File: config.mk
export PLATFORM = sky130hd
export DESIGN_NAME = adctrb_top
export DESIGN_NICKNAME = d
export VERILOG_FILES = /design/src/adctrb_pkg.sv /design/src/adctrb_if.sv /design/src/adctrb_skid.sv /design/src/adctrb_top.sv
export VERILOG_INCLUDE_DIRS = /design/src
export SDC_FILE = /design/constraint.sdc
export NUM_CORES = 1
export LEC_CHECK = 0
export BUFFER_PORTS_ARGS = -buffer_cell sky130_fd_sc_hd__buf_4
export CAP_MARGIN = 20
export CORE_ASPECT_RATIO = 0.6
export CORE_MARGIN = 4
export CORE_UTILIZATION = 35
export DETAILED_ROUTE_END_ITERATION = 10
export GPL_TIMING_DRIVEN = 0
export PLACE_DENSITY = 0.49
export SYNTH_ARGS = -nofsm -noshare
export SYNTH_HDL_FRONTEND = slang
export SYNTH_SLANG_ARGS = --single-unit
File: constraint.sdc
create_clock -name ref_clk -period 3.9 [get_ports ref_clk]
set_input_delay 0.585 -clock ref_clk [delete_from_list [all_inputs] [get_ports ref_clk]]
set_output_delay 0.585 -clock ref_clk [all_outputs]
set_load 0.01 [all_outputs]
File: src/adctrb_params.svh
// Constants for the ADC trigger and result buffer block
// ==========================================================
// Contract
// - Software writing the go flag to one starts a conversion sequence.
// - Five trigger enables, one per source; any enabled source starts conversion.
// - Hardware trigger sets the go flag; completion clears it.
// - Nonzero acquisition time runs a sampling interval, then converts automatically.
// - Completion seen as go clearing, irq flag setting, or empty clearing.
// - Four-entry result buffer, addresses 0..3, active only when enabled.
// - Results written at write address, which then increments and wraps.
// - Buffer-empty flag shows whether any unread result is held.
// - Overflow flag sets when a result overwrites an unread location.
// - Two-bit read pointer gives next read address; it is read-only.
// - Irq level selects flag on every, every second or fourth write.
// - Read pointer clears to zero at the start of every sequence; code clears it only on a start from idle, not on continuous-loop repeats.
// - Right justified: low byte read advances; left justified: high byte.
// - Single-shot: at sequence end go clears and irq flag sets; code sets irq only on a buffer write.
// - Continuous loop repeats sequence, irq flag per irq level field.
`ifndef ADCTRB_PARAMS_SVH
`define ADCTRB_PARAMS_SVH
`define ADCTRB_NUM_TRIG 5
`define ADCTRB_DEPTH 4
`define ADCTRB_PTR_W 2
`define ADCTRB_RES_W 10
`define ADCTRB_IRQL_EVERY 2'h0
`define ADCTRB_IRQL_SECOND 2'h1
`define ADCTRB_IRQL_FOURTH 2'h2
`define ADCTRB_TRIG_RESET 5'h00
`define ADCTRB_CONV_BITS 12
`endif

File: src/adctrb_pkg.sv
// Types for the ADC trigger and result buffer block
package adctrb_pkg;
   typedef enum logic [1:0] {
      ADCTRB_IDLE = 2'b00,
      ADCTRB_ACQ = 2'b01,
      ADCTRB_CONV = 2'b10
   } adctrb_state_t;
   typedef logic [15:0] adctrb_word_t;
endpackage

File: src/adctrb_if.sv
// Result stream between the sequencer and the skid buffer
`timescale 1ns/10ps
`default_nettype none
interface adctrb_if;
   logic valid;
   logic ready;
   logic [9:0] data;
   modport src (output valid, output data, input ready);
   modport snk (input valid, input data, output ready);
endinterface
`default_nettype wire

File: src/adctrb_skid.sv
// Two-entry buffer in the result path
`timescale 1ns/10ps
`default_nettype none
module adctrb_skid
   import adctrb_pkg::*;
(
   input wire logic ref_clk,
   input wire logic resetn,
   input wire logic clk_en,
   adctrb_if.snk in_s,
   output logic out_valid,
   input wire logic out_ready,
   output logic [9:0] out_data
);
   logic [9:0] mem_reg [2];
   logic rd_reg, wr_reg;
   logic [1:0] cnt_reg;
   wire push = in_s.valid && in_s.ready;
   wire pop = out_valid && out_ready;
   assign in_s.ready = (cnt_reg != 2'h2);
   assign out_valid = (cnt_reg != 2'h0);
   assign out_data = mem_reg[rd_reg];
   always_ff @(posedge ref_clk or negedge resetn) begin
      if (!resetn) begin
         rd_reg <= 1'b0;
         wr_reg <= 1'b0;
         cnt_reg <= 2'h0;
      end else if (clk_en) begin
         if (push) wr_reg <= ~wr_reg;
         if (pop) rd_reg <= ~rd_reg;
         cnt_reg <= cnt_reg + {1'b0, push} - {1'b0, pop};
      end
   end
   always_ff @(posedge ref_clk) begin
      if (clk_en && push) mem_reg[wr_reg] <= in_s.data;
   end
endmodule
`default_nettype wire

File: src/adctrb_top.sv
// Trigger, acquisition sequencer and four-entry result buffer
`timescale 1ns/10ps
`default_nettype none
`include "adctrb_params.svh"
module adctrb_top
   import adctrb_pkg::*;
#(
   parameter int RES_W = `ADCTRB_RES_W
)(
   input wire logic ref_clk,
   input wire logic resetn,
   input wire logic clk_en,
   input wire logic converter_on,
   input wire logic result_buffer_enable,
   input wire logic continuous_loop_select,
   input wire logic left_justify,
   input wire logic [4:0] trigger_source_enables,
   input wire logic [4:0] trigger_events,
   input wire logic [1:0] irq_level_select,
   input wire logic [3:0] acquisition_time,
   input wire logic bit_tick,
   input wire logic go_write,
   input wire logic go_write_value,
   input wire logic irq_flag_clear,
   input wire logic ovf_flag_clear,
   input wire logic read_low_byte,
   input wire logic read_high_byte,
   input wire logic core_done,
   input wire logic [9:0] core_result,
   output logic go_flag,
   output logic core_sample,
   output logic core_start,
   output logic conversion_irq_flag,
   output logic buffer_empty_flag,
   output logic buffer_overflow_flag,
   output logic [1:0] result_read_pointer,
   output logic [7:0] result_low_byte,
   output logic [7:0] result_high_byte
);
   if (RES_W != 10) begin : g_bad_res_w
      $error("RES_W must be 10");
   end
   // ==========================================================
   // Start and acquisition sequencing
   adctrb_state_t st_reg, st_next;
   logic [3:0] acq_reg;
   logic go_reg, start_reg, samp_reg;
   wire hw_trig = |(trigger_source_enables & trigger_events);
   wire sw_go = go_write && go_write_value;
   wire start_req = converter_on && (sw_go || hw_trig) &&
      (st_reg == ADCTRB_IDLE);
   wire abort = go_write && !go_write_value;
   wire acq_done = (acq_reg == 4'h0) || (bit_tick && acq_reg == 4'h1);
   adctrb_if link();
   wire res_taken = link.valid && link.ready;
   always_comb begin
      st_next = st_reg;
      unique case (st_reg)
         ADCTRB_IDLE: if (start_req)
            st_next = (acquisition_time == 4'h0) ? ADCTRB_CONV : ADCTRB_ACQ;
         ADCTRB_ACQ: if (acq_done) st_next = ADCTRB_CONV;
         ADCTRB_CONV: if (res_taken && !continuous_loop_select)
            st_next = ADCTRB_IDLE;
         default: st_next = ADCTRB_IDLE;
      endcase
      if (abort || !converter_on) st_next = ADCTRB_IDLE;
   end
   wire conv_go = (st_next == ADCTRB_CONV) &&
      ((st_reg != ADCTRB_CONV) || res_taken);
   always_ff @(posedge ref_clk or negedge resetn) begin
      if (!resetn) begin
         st_reg <= ADCTRB_IDLE;
         acq_reg <= 4'h0;
         go_reg <= 1'b0;
         start_reg <= 1'b0;
         samp_reg <= 1'b0;
      end else if (clk_en) begin
         st_reg <= st_next;
         if (start_req) acq_reg <= acquisition_time;
         else if (bit_tick && acq_reg != 4'h0) acq_reg <= acq_reg - 4'h1;
         go_reg <= (st_next != ADCTRB_IDLE);
         start_reg <= conv_go;
         samp_reg <= (st_next == ADCTRB_ACQ);
      end
   end
   assign go_flag = go_reg;
   assign core_start = start_reg;
   assign core_sample = samp_reg;
   // Core result enters the skid buffer while converting
   logic cv_reg;
   logic [9:0] cd_reg;
   always_ff @(posedge ref_clk or negedge resetn) begin
      if (!resetn) begin
         cv_reg <= 1'b0;
         cd_reg <= 10'h000;
      end else if (clk_en) begin
         if (core_done && st_reg == ADCTRB_CONV) begin
            cv_reg <= 1'b1;
            cd_reg <= core_result;
         end else if (res_taken || st_reg != ADCTRB_CONV) cv_reg <= 1'b0;
      end
   end
   assign link.valid = cv_reg;
   assign link.data = cd_reg;
   logic bv;
   logic [9:0] bd;
   adctrb_skid u_skid (
      .ref_clk(ref_clk),
      .resetn(resetn),
      .clk_en(clk_en),
      .in_s(link),
      .out_valid(bv),
      .out_ready(1'b1),
      .out_data(bd)
   );
   // ==========================================================
   // Four-entry circular result buffer
   logic [9:0] buf_reg [`ADCTRB_DEPTH];
   logic [3:0] unread_reg;
   logic [1:0] wp_reg, rp_reg, wcnt_reg;
   logic irq_reg, ovf_reg, emp_reg;
   logic [7:0] lo_reg, hi_reg;
   wire wr = bv && result_buffer_enable;
   wire rd_adv = left_justify ? read_high_byte : read_low_byte;
   wire ovf_set = wr && unread_reg[wp_reg];
   wire [1:0] wcnt_n = wcnt_reg + 2'h1;
   wire lvl_hit = (irq_level_select == `ADCTRB_IRQL_EVERY) ||
      (irq_level_select == `ADCTRB_IRQL_SECOND && wcnt_n[0] == 1'b0) ||
      (wcnt_n == 2'h0);
   wire irq_set = wr && (continuous_loop_select ? lvl_hit :
      !continuous_loop_select);
   wire [9:0] cur = buf_reg[rp_reg];
   wire [15:0] just = left_justify ? {cur, 6'h00} : {6'h00, cur};
   wire [3:0] unread_next;
   wire [9:0] buf_next [`ADCTRB_DEPTH];
   genvar gi;
   generate
      for (gi = 0; gi < `ADCTRB_DEPTH; gi++) begin : g_ent
         wire hit_w = wr && (wp_reg == 2'(gi));
         wire hit_r = rd_adv && (rp_reg == 2'(gi));
         // A write to the entry wins over a read of it
         assign buf_next[gi] = hit_w ? bd : buf_reg[gi];
         assign unread_next[gi] = hit_w || (unread_reg[gi] && !hit_r);
      end
   endgenerate
   always_ff @(posedge ref_clk or negedge resetn) begin
      if (!resetn) begin
         buf_reg <= '{default: 10'h000};
         unread_reg <= 4'h0;
      end else if (clk_en) begin
         buf_reg <= buf_next;
         unread_reg <= unread_next;
      end
   end
   always_ff @(posedge ref_clk or negedge resetn) begin
      if (!resetn) begin
         wp_reg <= 2'h0;
         rp_reg <= 2'h0;
         wcnt_reg <= 2'h0;
         irq_reg <= 1'b0;
         ovf_reg <= 1'b0;
         emp_reg <= 1'b1;
         lo_reg <= 8'h00;
         hi_reg <= 8'h00;
      end else if (clk_en) begin
         if (start_req) begin
            rp_reg <= 2'h0;
            wp_reg <= 2'h0;
            wcnt_reg <= 2'h0;
         end else begin
            if (wr) wp_reg <= wp_reg + 2'h1;
            if (rd_adv) rp_reg <= rp_reg + 2'h1;
            if (wr) wcnt_reg <= wcnt_n;
         end
         if (irq_set) irq_reg <= 1'b1;
         else if (irq_flag_clear) irq_reg <= 1'b0;
         if (ovf_set) ovf_reg <= 1'b1;
         else if (ovf_flag_clear) ovf_reg <= 1'b0;
         // Empty once only the entry being read remains unread
         if (wr) emp_reg <= 1'b0;
         else if (rd_adv) emp_reg <= ((unread_reg &
            ~(4'h1 << rp_reg)) == 4'h0);
         lo_reg <= just[7:0];
         hi_reg <= just[15:8];
      end
   end
   assign conversion_irq_flag = irq_reg;
   assign buffer_overflow_flag = ovf_reg;
   assign buffer_empty_flag = emp_reg;
   assign result_read_pointer = rp_reg;
   assign result_low_byte = lo_reg;
   assign result_high_byte = hi_reg;
   // ==========================================================
   // Assertions
   a_go_from_trig: assert property (@(posedge ref_clk) disable iff (!resetn)
      clk_en && start_req |=> go_flag)
      else $error("go flag not set on start");
   a_ptr_reset: assert property (@(posedge ref_clk) disable iff (!resetn)
      clk_en && start_req |=> result_read_pointer == 2'h0)
      else $error("read pointer not cleared on start");
   a_ptr_advance: assert property (@(posedge ref_clk) disable iff (!resetn)
      clk_en && !start_req && rd_adv |=>
      result_read_pointer == $past(result_read_pointer) + 2'h1)
      else $error("read pointer did not advance");
   a_ovf_set: assert property (@(posedge ref_clk) disable iff (!resetn)
      clk_en && ovf_set |=> buffer_overflow_flag)
      else $error("overflow not flagged");
   a_empty_clear: assert property (@(posedge ref_clk) disable iff (!resetn)
      clk_en && wr |=> !buffer_empty_flag)
      else $error("empty flag not cleared on write");
   a_irq_every: assert property (@(posedge ref_clk) disable iff (!resetn)
      clk_en && wr && !continuous_loop_select |=> conversion_irq_flag)
      else $error("single shot irq missing");
   a_buf_off: assert property (@(posedge ref_clk) disable iff (!resetn)
      clk_en && !result_buffer_enable && !start_req |=>
      $stable(wp_reg))
      else $error("buffer written while disabled");
   a_acq_wait: assert property (@(posedge ref_clk) disable iff (!resetn)
      clk_en && start_req && acquisition_time != 4'h0 |=>
      !core_start)
      else $error("conversion began before acquisition");
   c_hw_start: cover property (@(posedge ref_clk) hw_trig && start_req);
   c_overflow: cover property (@(posedge ref_clk) ovf_set);
   c_loop_irq: cover property (@(posedge ref_clk)
      irq_set && continuous_loop_select);
endmodule
`default_nettype wire

==> results of run 1 <==
## critical path: cells and delay by family
kind	cells	cell delay (ns)
simple gates	2	0.97
buf+inv	2	0.72
## layout by cell type (no fill, tap or decap), types with 4 or more instances in the layout
cell / synthesis / final
sky130_fd_sc_hd__dfrtp_1: 92 / 92
sky130_fd_sc_hd__nand2_1: 64 / 64
sky130_fd_sc_hd__buf_4: 1 / 63
sky130_fd_sc_hd__o21ai_0: 46 / 46
sky130_fd_sc_hd__edfxtp_1: 20 / 20
sky130_fd_sc_hd__inv_1: 18 / 18
sky130_fd_sc_hd__clkbuf_16: 0 / 17
sky130_fd_sc_hd__a22o_1: 15 / 15
sky130_fd_sc_hd__mux2i_1: 14 / 14
sky130_fd_sc_hd__nor2_1: 13 / 13
sky130_fd_sc_hd__clkbuf_1: 10 / 12
sky130_fd_sc_hd__mux4_2: 11 / 11
sky130_fd_sc_hd__mux2_2: 11 / 11
sky130_fd_sc_hd__ha_1: 11 / 11
sky130_fd_sc_hd__a21oi_1: 8 / 8
sky130_fd_sc_hd__nand3_1: 7 / 7
sky130_fd_sc_hd__buf_2: 5 / 5
sky130_fd_sc_hd__o2bb2ai_1: 5 / 5
sky130_fd_sc_hd__bufinv_16: 0 / 5
sky130_fd_sc_hd__buf_1: 4 / 4
## how the worst max path moves through the flow
stage,endpoint,slack (ns),cells after the start
floorplan,u_skid.mem_reg[1][0],1.86,4
global placement,u_skid.mem_reg[0][7],1.20,4
detailed placement,u_skid.mem_reg[1][7],1.17,4
CTS,u_skid.mem_reg[1][0],1.59,4
global route,u_skid.mem_reg[1][1],1.54,4
finish,u_skid.mem_reg[0][8],1.63,4
## cell families (layout without fill, tap and decap cells)
logic type | Yosys count | count (layout) | synth area share
DFF | 113 | 113 | 0.598
AOI/OAI and AO/OA | 106 | 106 | 0.147
buffers and inverters | 38 | 133 | 0.0312
and+or+nand+nor | 98 | 98 | 0.0869
xor gates and xnor gates | 2 | 2 | 0.00358
muxes | 36 | 36 | 0.105
adders and majority gates | 11 | 11 | 0.0281
## stage by stage
step           instance area (sq um)  hold WS, ns  setup slack [ns]   util
3_5_place_dp                    5630        0.453              1.17  0.412
4_1_cts                         6250        0.220              1.59  0.458
2_1_floorplan                   4900        0.289              1.86      -
5_1_grt                         6250        0.246              1.54  0.458
6_report                        6250        0.201              1.63  0.458
3_3_place_gp                    5600        0.451              1.20  0.410
## routing by layer
layer | track usage | up-vias
met5 | 0 | -
met4 | 0.0439 | 0
met2 | 0.206 | 81
met3 | 0.0460 | 8
met1 | 0.254 | 1693
li1 | - | 1632
## cell type report
type                       count  area [sq um]
inverter                      18          67.6
clock buffer                  19           433
buffer                        20          85.1
fill                        1285          7410
multi-input combinational    253          1810
clock inverter                13           193
timing repair buffer          63           493
tap                          192           240
sequential                   113          2930
## power by group through the flow
stage,logic [mW],registers (mW),clock network [mW]
CTS,0.794,1.60,1.67
detailed placement,0.791,1.61,0
finish,0.783,1.60,1.64
floorplan,0.469,1.60,0
global placement,0.774,1.60,0
global route,0.875,1.63,1.74
==> key figures, run 1 <==
Layout
  – Antenna diode count: 0
  – Count of placed standard cells in the final layout, fillers left out: 691
  – Max FFs per register: 40
  – Final net count: 538
  – Share of layout cells above drive strength 1: 0.246
  – Layout area overhead: 27.8%

Power and ir drop
  – Clock power share: 0.409
  – Leakage dissipation: roughly 2.8 nW
  – Switching power total: approximately 1.1 mW
  – Tot Pwr: 4.02 mW
  – Peak VDD IR: 0.285 mV
  – Proportion of total power due to net switching: 0.268
  – Power density of the placed cells: 643 nW/um^2
  – Comb pwr share: 0.195
  – Internal portion of total power: roughly 2.9 mW
  – Sequential group share of total power: 0.397

Global route
  – Global-route wire length before repair: slightly below 20 mm
  – Antenna violations before repair: 0
  – Tot GR Track Use: 0.159
  – Global-route congestion overflow total: 0
  – Pin count of the biggest net entering global routing: about 50
  – Vias in the first global route: between 3000 and 4000

Critical path
  – Cell with the biggest individual delay on the critical path: sky130_fd_sc_hd__nor2_1
  – Category of the critical setup timing path: primary input to register
  – Reg-to-Reg Start: result_read_pointer[1]
  – Worst reg2reg path endpoint: buffer_empty_flag
  – Critical path, cell by cell: buf_2, buf_1, nand3_1, nor2_1
  – Type of destination of the critical path: register
  – Worst path max stage delay: just over 0.7 ns
  – Critical path launch point: clk_en
  – Reg-to-reg setup timing slack: slightly below 2 ns
  – Worst path required time: 3.92 ns
  – CP startpoint kind: primary input
  – R2r worst-path depth: 7
  – Maximum fanout count along the critical path: 10
  – Arr. time, crit path: approximately 2.3 ns

Floorplan
  – Effective utilization at floorplan: 0.358
  – Rows: 33
  – Chip Width: between 150 and 200 um
  – Top-Level Pins: 65
  – Core Footprint: 13700 sq um
  – Full die area: between 15000 and 20000 sq um
  – Die Y-Extent: 99.6 um

STA
  – Number of failing hold endpoints at the final stage: 0
  – Slew of the pin with the lowest slew margin: approximately 0.87 ns
  – Tcrit/Tclk final: 0.582
  – Final setup violation count: 0
  – Setup repair after global routing missed its margin: false
  – Max Transition Viols Final: 0
  – Post-route clock skew: between 0.008 and 0.009 ns
  – Highest clock rate: around 0.44 GHz
  – Max transition margin: 0.418
  – Min Clock Period, post-route: roughly 2.3 ns
  – Sum Neg Setup Slack: 0 ns

Synthesis
  – Sequential-to-total area share from yosys stat: 0.598
  – Netlist area before placement: around 4900 sq um
  – Count of cell types in the netlist: 54
  – Post-synth top cells: 92 x sky130_fd_sc_hd__dfrtp_1, 64 x sky130_fd_sc_hd__nand2_1, 46 x sky130_fd_sc_hd__o21ai_0
  – Post-synth EDFFs: 20
  – Synth Instances: 404
  – Most frequent cell after synthesis: sky130_fd_sc_hd__dfrtp_1
  – Most used flip-flop cell after synthesis: sky130_fd_sc_hd__dfrtp_1
  – Post-Syn Nets: roughly 460
  – Share of the synthesized area in the top cell type: 0.470
  – Flip-flop and latch count after synthesis: ~110
  – Cell taking the most area after synthesis: sky130_fd_sc_hd__dfrtp_1
  – Avg Inst Size Synth: between 10 and 15 sq um
  – Leading post-synthesis cells by cell area: sky130_fd_sc_hd__dfrtp_1 47%, sky130_fd_sc_hd__edfxtp_1 12%, sky130_fd_sc_hd__mux4_2 5.1%
  – Warning count from the yosys run: 0
  – Proportion of register bits with asynchronous set or reset after synthesis: 0.823

Clock tree
  – Post-CTS Resized: 0
  – Root Buffer: sky130_fd_sc_hd__clkbuf_16
  – Maximum root-to-sink buffer count: 2
  – Clock insertion delay at the later pin of the skew report: about 0.4 ns
  – # hold bufs at CTS: 0
  – CTS tree: done
  – Number of levels the H-tree was split into: 4
  – Number of setup buffers added after CTS: 0
  – Inserted Clock Buffers: 17
  – Clock slew seen by the registers of the worst setup and hold paths: approximately 0.05 ns
  – Total number of clock tree sinks: ~110

Route
  – Number of search-and-repair iterations in the first detailed-routing pass: 4
  – Violation count after the first detailed-routing iteration: between 150 and 200
  – DR vias: ~3400
  – Met3 wire length: between 700 and 800 um
  – Top layer in use: met4
  – WL met2: 4.70 mm
  – DRC: 0
  – Routed wire per std cell: between 15 and 20 um
  – Number of routed nets with antenna violations: 0
  – Wire length after detailed routing: around 12 mm
  – Wire length on met1: about 6.5 mm
  – Vias per std cell: ~4.9

Placement
  – Placed cell count: roughly 660
  – Final RePlAce weighted congestion: 0.781
  – Total half-perimeter wirelength after legalization and detailed placement: about 8.7 mm
  – IO Port Bufs: 62

Min path
  – Class of the most critical hold timing path: primary input to async pin

Outcome
  – Status: finished clean

Flow run
  – # Max-Cap Violations: 0
Power figures use the tool's default switching activity.
==> run 2, diff against run 1 <==
Settings changed: ABC_AREA set to 1.
Clock period 3.9 ns to 2.2 ns, I/O delays scaled along.
==> run 2 against run 1 <==
  * Core utilization fell by 0.88 points
  * Clock power increased by 59%
  * Non-clock buffer count fell by 1
  * Hold slack worse by 0.056 ns
  * Cell area increased by 4.1%
  * Routed wire length increased by 11%
  * Global-route usage grew 0.68 points
  * Area after synthesis is 6.0% higher
  * Total power increased by 91%
==> key figures, run 2 <==
STA
  – Hold slack: 0.145 ns
  – Post-route clock skew: between 0.009 and 0.01 ns
  – Max transition margin: 0.420
  – Highest clock rate: approximately 0.56 GHz
  – Sum Neg Setup Slack: 0 ns
  – Min Clock Period, post-route: 1.79 ns
  – Tcrit/Tclk final: 0.814
  – Number of failing hold endpoints at the final stage: 0
  – Setup repair after global routing missed its margin: false
  – Final setup violation count: 0
  – Max Transition Viols Final: 0
  – Worst Slack Setup Final: between 0.4 and 0.5 ns
  – Slew of the pin with the lowest slew margin: between 0.8 and 0.9 ns

Floorplan
  – Core Footprint: approximately 15000 sq um
  – Effective utilization at floorplan: 0.358
  – Die Y-Extent: 102 um
  – Rows: 34
  – Top-Level Pins: 65
  – Full die area: between 15000 and 20000 sq um
  – Chip Width: 165 um

Flow run
  – # Max-Cap Violations: 0

Route
  – Routed wire per std cell: between 15 and 20 um
  – Vias per std cell: ~4.7
  – DRC: 0
  – Wire length after detailed routing: approximately 13 mm
  – DR vias: between 4000 and 5000
  – Number of routed nets with antenna violations: 0
  – Violation count after the first detailed-routing iteration: 298
  – Number of search-and-repair iterations in the first detailed-routing pass: 5

Critical path
  – Cell count along the critical path: 4
  – Worst path required time: around 2.2 ns
  – Critical path, cell by cell: inv_1, nand2_1, nand3_1, nor2_1
  – Cell with the biggest individual delay on the critical path: sky130_fd_sc_hd__nor2_1
  – Type of destination of the critical path: register
  – CP startpoint kind: register
  – Worst path max stage delay: 0.69 ns
  – Maximum fanout count along the critical path: 10
  – Category of the critical setup timing path: register to register
  – R2r worst-path depth: 4
  – CP bufs+invs: 1
  – Cell family with the largest share of critical-path delay: simple AND/OR/NAND/NOR gates
  – Arr. time, crit path: 1.82 ns

Placement
  – IO Port Bufs: 63
  – Total half-perimeter wirelength after legalization and detailed placement: 9.68 mm
  – Final RePlAce weighted congestion: ~0.82
  – Worst slack, placed: between 0.1 and 0.15 ns

Power and ir drop
  – Tot Pwr: 7.68 mW
  – Peak VDD IR: between 0.5 and 0.6 mV
  – Leakage dissipation: approximately 3.3 nW
  – Power density of the placed cells: about 1200 nW/um^2

Layout
  – Antenna diode count: 0
  – Utilization after layout: 0.449
  – Area used by sequential logic in the layout: 2930 sq um
  – Most frequent cells in the layout: 219 x sky130_fd_sc_hd__nand2_1, 92 x sky130_fd_sc_hd__dfrtp_1, 65 x sky130_fd_sc_hd__buf_4, 50 x sky130_fd_sc_hd__o21ai_0, 45 x sky130_fd_sc_hd__inv_1
  – Area of the multi-input gates: slightly below 2000 sq um
  – Filler instances: 1415
  – Final net count: around 710
  – Share of layout cells above drive strength 1: 0.202
  – Most common library cell in the layout ignoring fill and taps: sky130_fd_sc_hd__nand2_1
  – Layout area overhead: 25.4%
  – Max FFs per register: 40

Synthesis
  – Most frequent cell after synthesis: sky130_fd_sc_hd__nand2_1
  – Leading post-synthesis cells by cell area: sky130_fd_sc_hd__dfrtp_1 44%, sky130_fd_sc_hd__nand2_1 16%, sky130_fd_sc_hd__edfxtp_1 12%
  – Flip-flop and latch count after synthesis: 113
  – Avg Inst Size Synth: just over 9 sq um
  – Most used flip-flop cell after synthesis: sky130_fd_sc_hd__dfrtp_1
  – Sequential-to-total area share from yosys stat: 0.564
  – Proportion of register bits with asynchronous set or reset after synthesis: 0.823
  – Count of cell types in the netlist: 38
  – Synth Instances: roughly 570
  – Post-synth EDFFs: 20
  – Share of the synthesized area in the top cell type: 0.443
  – Post-Syn Nets: 624
  – Netlist area before placement: 5190 sq um
  – Warning count from the yosys run: 0
  – Post-synth top cells: 219 x sky130_fd_sc_hd__nand2_1, 92 x sky130_fd_sc_hd__dfrtp_1, 50 x sky130_fd_sc_hd__o21ai_0
  – Cell taking the most area after synthesis: sky130_fd_sc_hd__dfrtp_1

Min path
  – Hold Path Stages: 2
  – Class of the most critical hold timing path: primary input to register

Clock tree
  – Inserted Clock Buffers: 17
  – CTS tree: done
  – Maximum root-to-sink buffer count: 2
  – Root Buffer: sky130_fd_sc_hd__clkbuf_16
  – Total number of clock tree sinks: between 100 and 150
  – Clock slew seen by the registers of the worst setup and hold paths: about 0.06 ns
  – Number of levels the H-tree was split into: 4
  – Clock insertion delay at the later pin of the skew report: 0.41 ns

Global route
  – Vias in the first global route: approximately 3900
  – Antenna violations before repair: 0
  – Global-route congestion overflow total: 0
  – Tot GR Track Use: 0.166
  – Pin count of the biggest net entering global routing: 50
  – Global-route wire length before repair: roughly 21 mm

Outcome
  – Status: finished clean
run 2: changes by cell type after synthesis, sizes merged, moves of 4 or more:
cell / delta
xor2: +4
o2bb2ai: -6
mux2i: -14
clkbuf: -5
inv: +32
a21oi: +12
nand3: +28
a22o: -15
mux4: -11
o21ai: +6
nand2: +161
run 2: through the flow:
step | std cells | area, sq um
3_5_place_dp | 834 | 5940
6_report | 867 | 6510
4_1_cts | 867 | 6510
5_1_grt | 867 | 6510
3_3_place_gp | 833 | 5910
2_1_floorplan | 572 | 5190
run 2: cell type report:
cell class | count | share of cell area
flip-flops and latches | 113 | 0.450
multi-input cells | 390 | 0.300
repair buffers | 65 | 0.0784
clock buffers | 17 | 0.0653
well taps | 198 | 0.0380
inverters | 52 | 0.0307
clock inverters | 15 | 0.0209
plain buffers | 17 | 0.0167
run 2: power breakdown:
part           switching (mW)  internal, mW  leakage (nW)
sequential              0.357          2.76          1.35
combinational            1.19         0.777          1.67
clock                    1.04          1.56         0.256
total                    2.59          5.09          3.28
run 2: cells by family after synthesis:
group                      synth area share
and+or+nand+nor                       0.232
DFF                                   0.564
AOI/OAI and AO/OA                    0.0868
buffers and inverters                0.0595
adders and majority gates            0.0265
muxes                                0.0239
xor gates and xnor gates            0.00675
run 2: final timing paths:
kind                                   start                    to  slack [ns]
max                        u_skid.cnt_reg[0]  u_skid.mem_reg[1][7]        0.41
min                           core_result[5]             cd_reg[5]        0.15
max reg2reg                u_skid.cnt_reg[0]  u_skid.mem_reg[1][7]        0.41
min reg2reg                        cd_reg[2]  u_skid.mem_reg[1][2]        0.47
max in group asynchronous             resetn     buffer_empty_flag        1.01
min in group asynchronous             resetn           core_sample        0.47
run 2: timing repair:
action                                 in CTS  in global routing
resized for setup                           0                  0
buffers inserted                            0                  0
endpoints found under the hold margin      44                  0
hold buffers                                1                  0
run 2: metal layers:
layer / share of wire / GRT usage / up-vias
met5: 0 / 0 / -
met4: 0.0077 / 0.0479 / 0
met3: 0.057 / 0.0335 / 13
met2: 0.41 / 0.228 / 108
met1: 0.53 / 0.262 / 1953
li1: - / - / 2019
==> run 3, diff against run 2 <==
Clock period 2.2 ns to 1.7 ns, I/O delays scaled along.
==> run 3 against run 2 <==
  * The run now ends with setup timing left
  * Via count unchanged
  * Flip-flop and latch count unchanged
  * Cell area about the same
  * Combinational power increased by 30%
  * Clock skew about the same
  * Register-to-register slack got worse by 0.49 ns
  * Largest cell class unchanged
==> key figures, run 3 (synthesis results as in run 2) <==
Route
  – DRC: 0
  – Vias per std cell: between 4 and 5
  – Wire length after detailed routing: 13.4 mm
  – Routed wire per std cell: approximately 15 um
  – DR vias: slightly above 4000
  – Number of routed nets with antenna violations: 0
  – Number of search-and-repair iterations in the first detailed-routing pass: 5
  – Violation count after the first detailed-routing iteration: ~320

Floorplan
  – Full die area: 16900 sq um
  – Core Footprint: about 15000 sq um
  – Rows: 34
  – Effective utilization at floorplan: 0.358
  – Die Y-Extent: 102 um
  – Top-Level Pins: between 60 and 70
  – Chip Width: approximately 170 um

Outcome
  – Failing checks: setup timing
  – Status: finished, violations left

STA
  – Min Clock Period, post-route: approximately 1.8 ns
  – Max transition margin: 0.424
  – Sum Neg Setup Slack: -1.37 ns
  – Worst Slack Setup Final: -0.0832 ns
  – Setup repair after global routing missed its margin: true
  – Highest clock rate: approximately 0.56 GHz
  – Tcrit/Tclk final: 1.05
  – Final setup violation count: 20
  – Max Transition Viols Final: 0
  – Hold slack: 0.0696 ns
  – Slew of the pin with the lowest slew margin: ~0.86 ns
  – Number of failing hold endpoints at the final stage: 0
  – Post-route clock skew: 0.00905 ns

Layout
  – Max FFs per register: 40
  – Most common library cell in the layout ignoring fill and taps: sky130_fd_sc_hd__nand2_1
  – Final net count: slightly above 700
  – Antenna diode count: 0
  – Count of placed standard cells in the final layout, fillers left out: 867
  – Share of layout cells above drive strength 1: 0.206
  – Layout area overhead: 25.5%
  – Utilization after layout: 0.449
  – Most frequent cells in the layout: 219 x sky130_fd_sc_hd__nand2_1, 92 x sky130_fd_sc_hd__dfrtp_1, 65 x sky130_fd_sc_hd__buf_4, 50 x sky130_fd_sc_hd__o21ai_0, 45 x sky130_fd_sc_hd__inv_1

Power and ir drop
  – Leakage dissipation: between 3 and 4 nW
  – Tot Pwr: around 10 mW
  – Peak VDD IR: approximately 0.68 mV
  – Power density of the placed cells: approximately 1500 nW/um^2

Critical path
  – CP startpoint kind: register
  – Critical path, cell by cell: inv_1, nand2_1, nand3_1, nor2_1
  – Worst path max stage delay: 0.69 ns
  – R2r worst-path depth: 4
  – Reg-to-reg setup timing slack: -0.08 ns
  – Worst path required time: approximately 1.7 ns
  – Maximum fanout count along the critical path: 10
  – Arr. time, crit path: roughly 1.8 ns
  – Cell with the biggest individual delay on the critical path: sky130_fd_sc_hd__nor2_1
  – Category of the critical setup timing path: register to register
  – Reg-to-Reg Start: u_skid.cnt_reg[0]
  – Worst reg2reg path endpoint: u_skid.mem_reg[1][7]
  – Type of destination of the critical path: register

Clock tree
  – Total number of clock tree sinks: 113
  – CTS tree: done
  – Maximum root-to-sink buffer count: 2
  – Clock slew seen by the registers of the worst setup and hold paths: about 0.06 ns
  – Root Buffer: sky130_fd_sc_hd__clkbuf_16
  – Clock insertion delay at the later pin of the skew report: 0.41 ns
  – Number of levels the H-tree was split into: 4
  – Number of setup buffers added after CTS: 0
  – Inserted Clock Buffers: 17

Placement
  – Final RePlAce weighted congestion: about 0.82
  – Total half-perimeter wirelength after legalization and detailed placement: around 9.7 mm
  – Placed cell count: around 830
  – IO Port Bufs: 63

Flow run
  – # Max-Cap Violations: 0

Min path
  – Worst hold endpoint: cd_reg[5]
  – Class of the most critical hold timing path: primary input to register
  – Worst hold path startpoint: core_result[5]
  – Hold Path Stages: 2

Global route
  – Pin count of the biggest net entering global routing: 50
  – Antenna violations before repair: 0
  – Global-route congestion overflow total: 0
  – Vias in the first global route: 3859
  – Tot GR Track Use: 0.166
  – Global-route wire length before repair: between 20 and 25 mm
## run 3: worst max path at each step
stage,start,slack (ns),endpoint,cells past startpoint
after floorplan,clk_en,0.14,u_skid.mem_reg[1][0],4
after global placement,clk_en,-0.30,u_skid.mem_reg[1][4],4
after detailed placement,clk_en,-0.32,u_skid.mem_reg[1][4],4
after CTS,u_skid.cnt_reg[0],-0.14,u_skid.mem_reg[1][7],4
after global routing,u_skid.cnt_reg[0],-0.25,u_skid.mem_reg[1][7],4
final,u_skid.cnt_reg[0],-0.08,u_skid.mem_reg[1][7],4
## run 3: critical path, delay by kind of cell (launching register included)
family / cells / cell delay (ns)
and+or+nand+nor: 3 / 0.91
buffers and inverters: 1 / 0.07
DFF: 1 / 0.42
## run 3: power breakdown
| part | internal (mW) | switching, mW |
|---|---|---|
| registers | 3.57 | 0.461 |
| logic | 1.01 | 1.55 |
| clock network | 2.02 | 1.35 |
## run 3: metal layers
metal | track usage | share of wire
met1 | 0.262 | 0.52
met2 | 0.228 | 0.40
met3 | 0.0335 | 0.065
met4 | 0.0479 | 0.0079
met5 | 0 | 0
## run 3: layout make-up
type,count,area [sq um]
clock inverters,15,136
clock buffers,17,425
plain buffers,17,110
well taps,198,248
multi-input cells,390,1950
flip-flops and latches,113,2930
repair buffers,65,510
inverters,52,205
fillers,1418,7990
## run 3: timing repair
action,4_1_cts,5_1_grt
setup endpoints to repair,21,31
hold buffers,1,0
resized for setup,1,4
hold endpoints to repair,44,0
## run 3: per-stage QoR
step	cell area (sq um)	worst slack, ns
3_5_place_dp	5940	-0.318
5_1_grt	6520	-0.255
6_report	6520	-0.0832
4_1_cts	6510	-0.136
2_1_floorplan	5190	0.138
3_3_place_gp	5910	-0.297
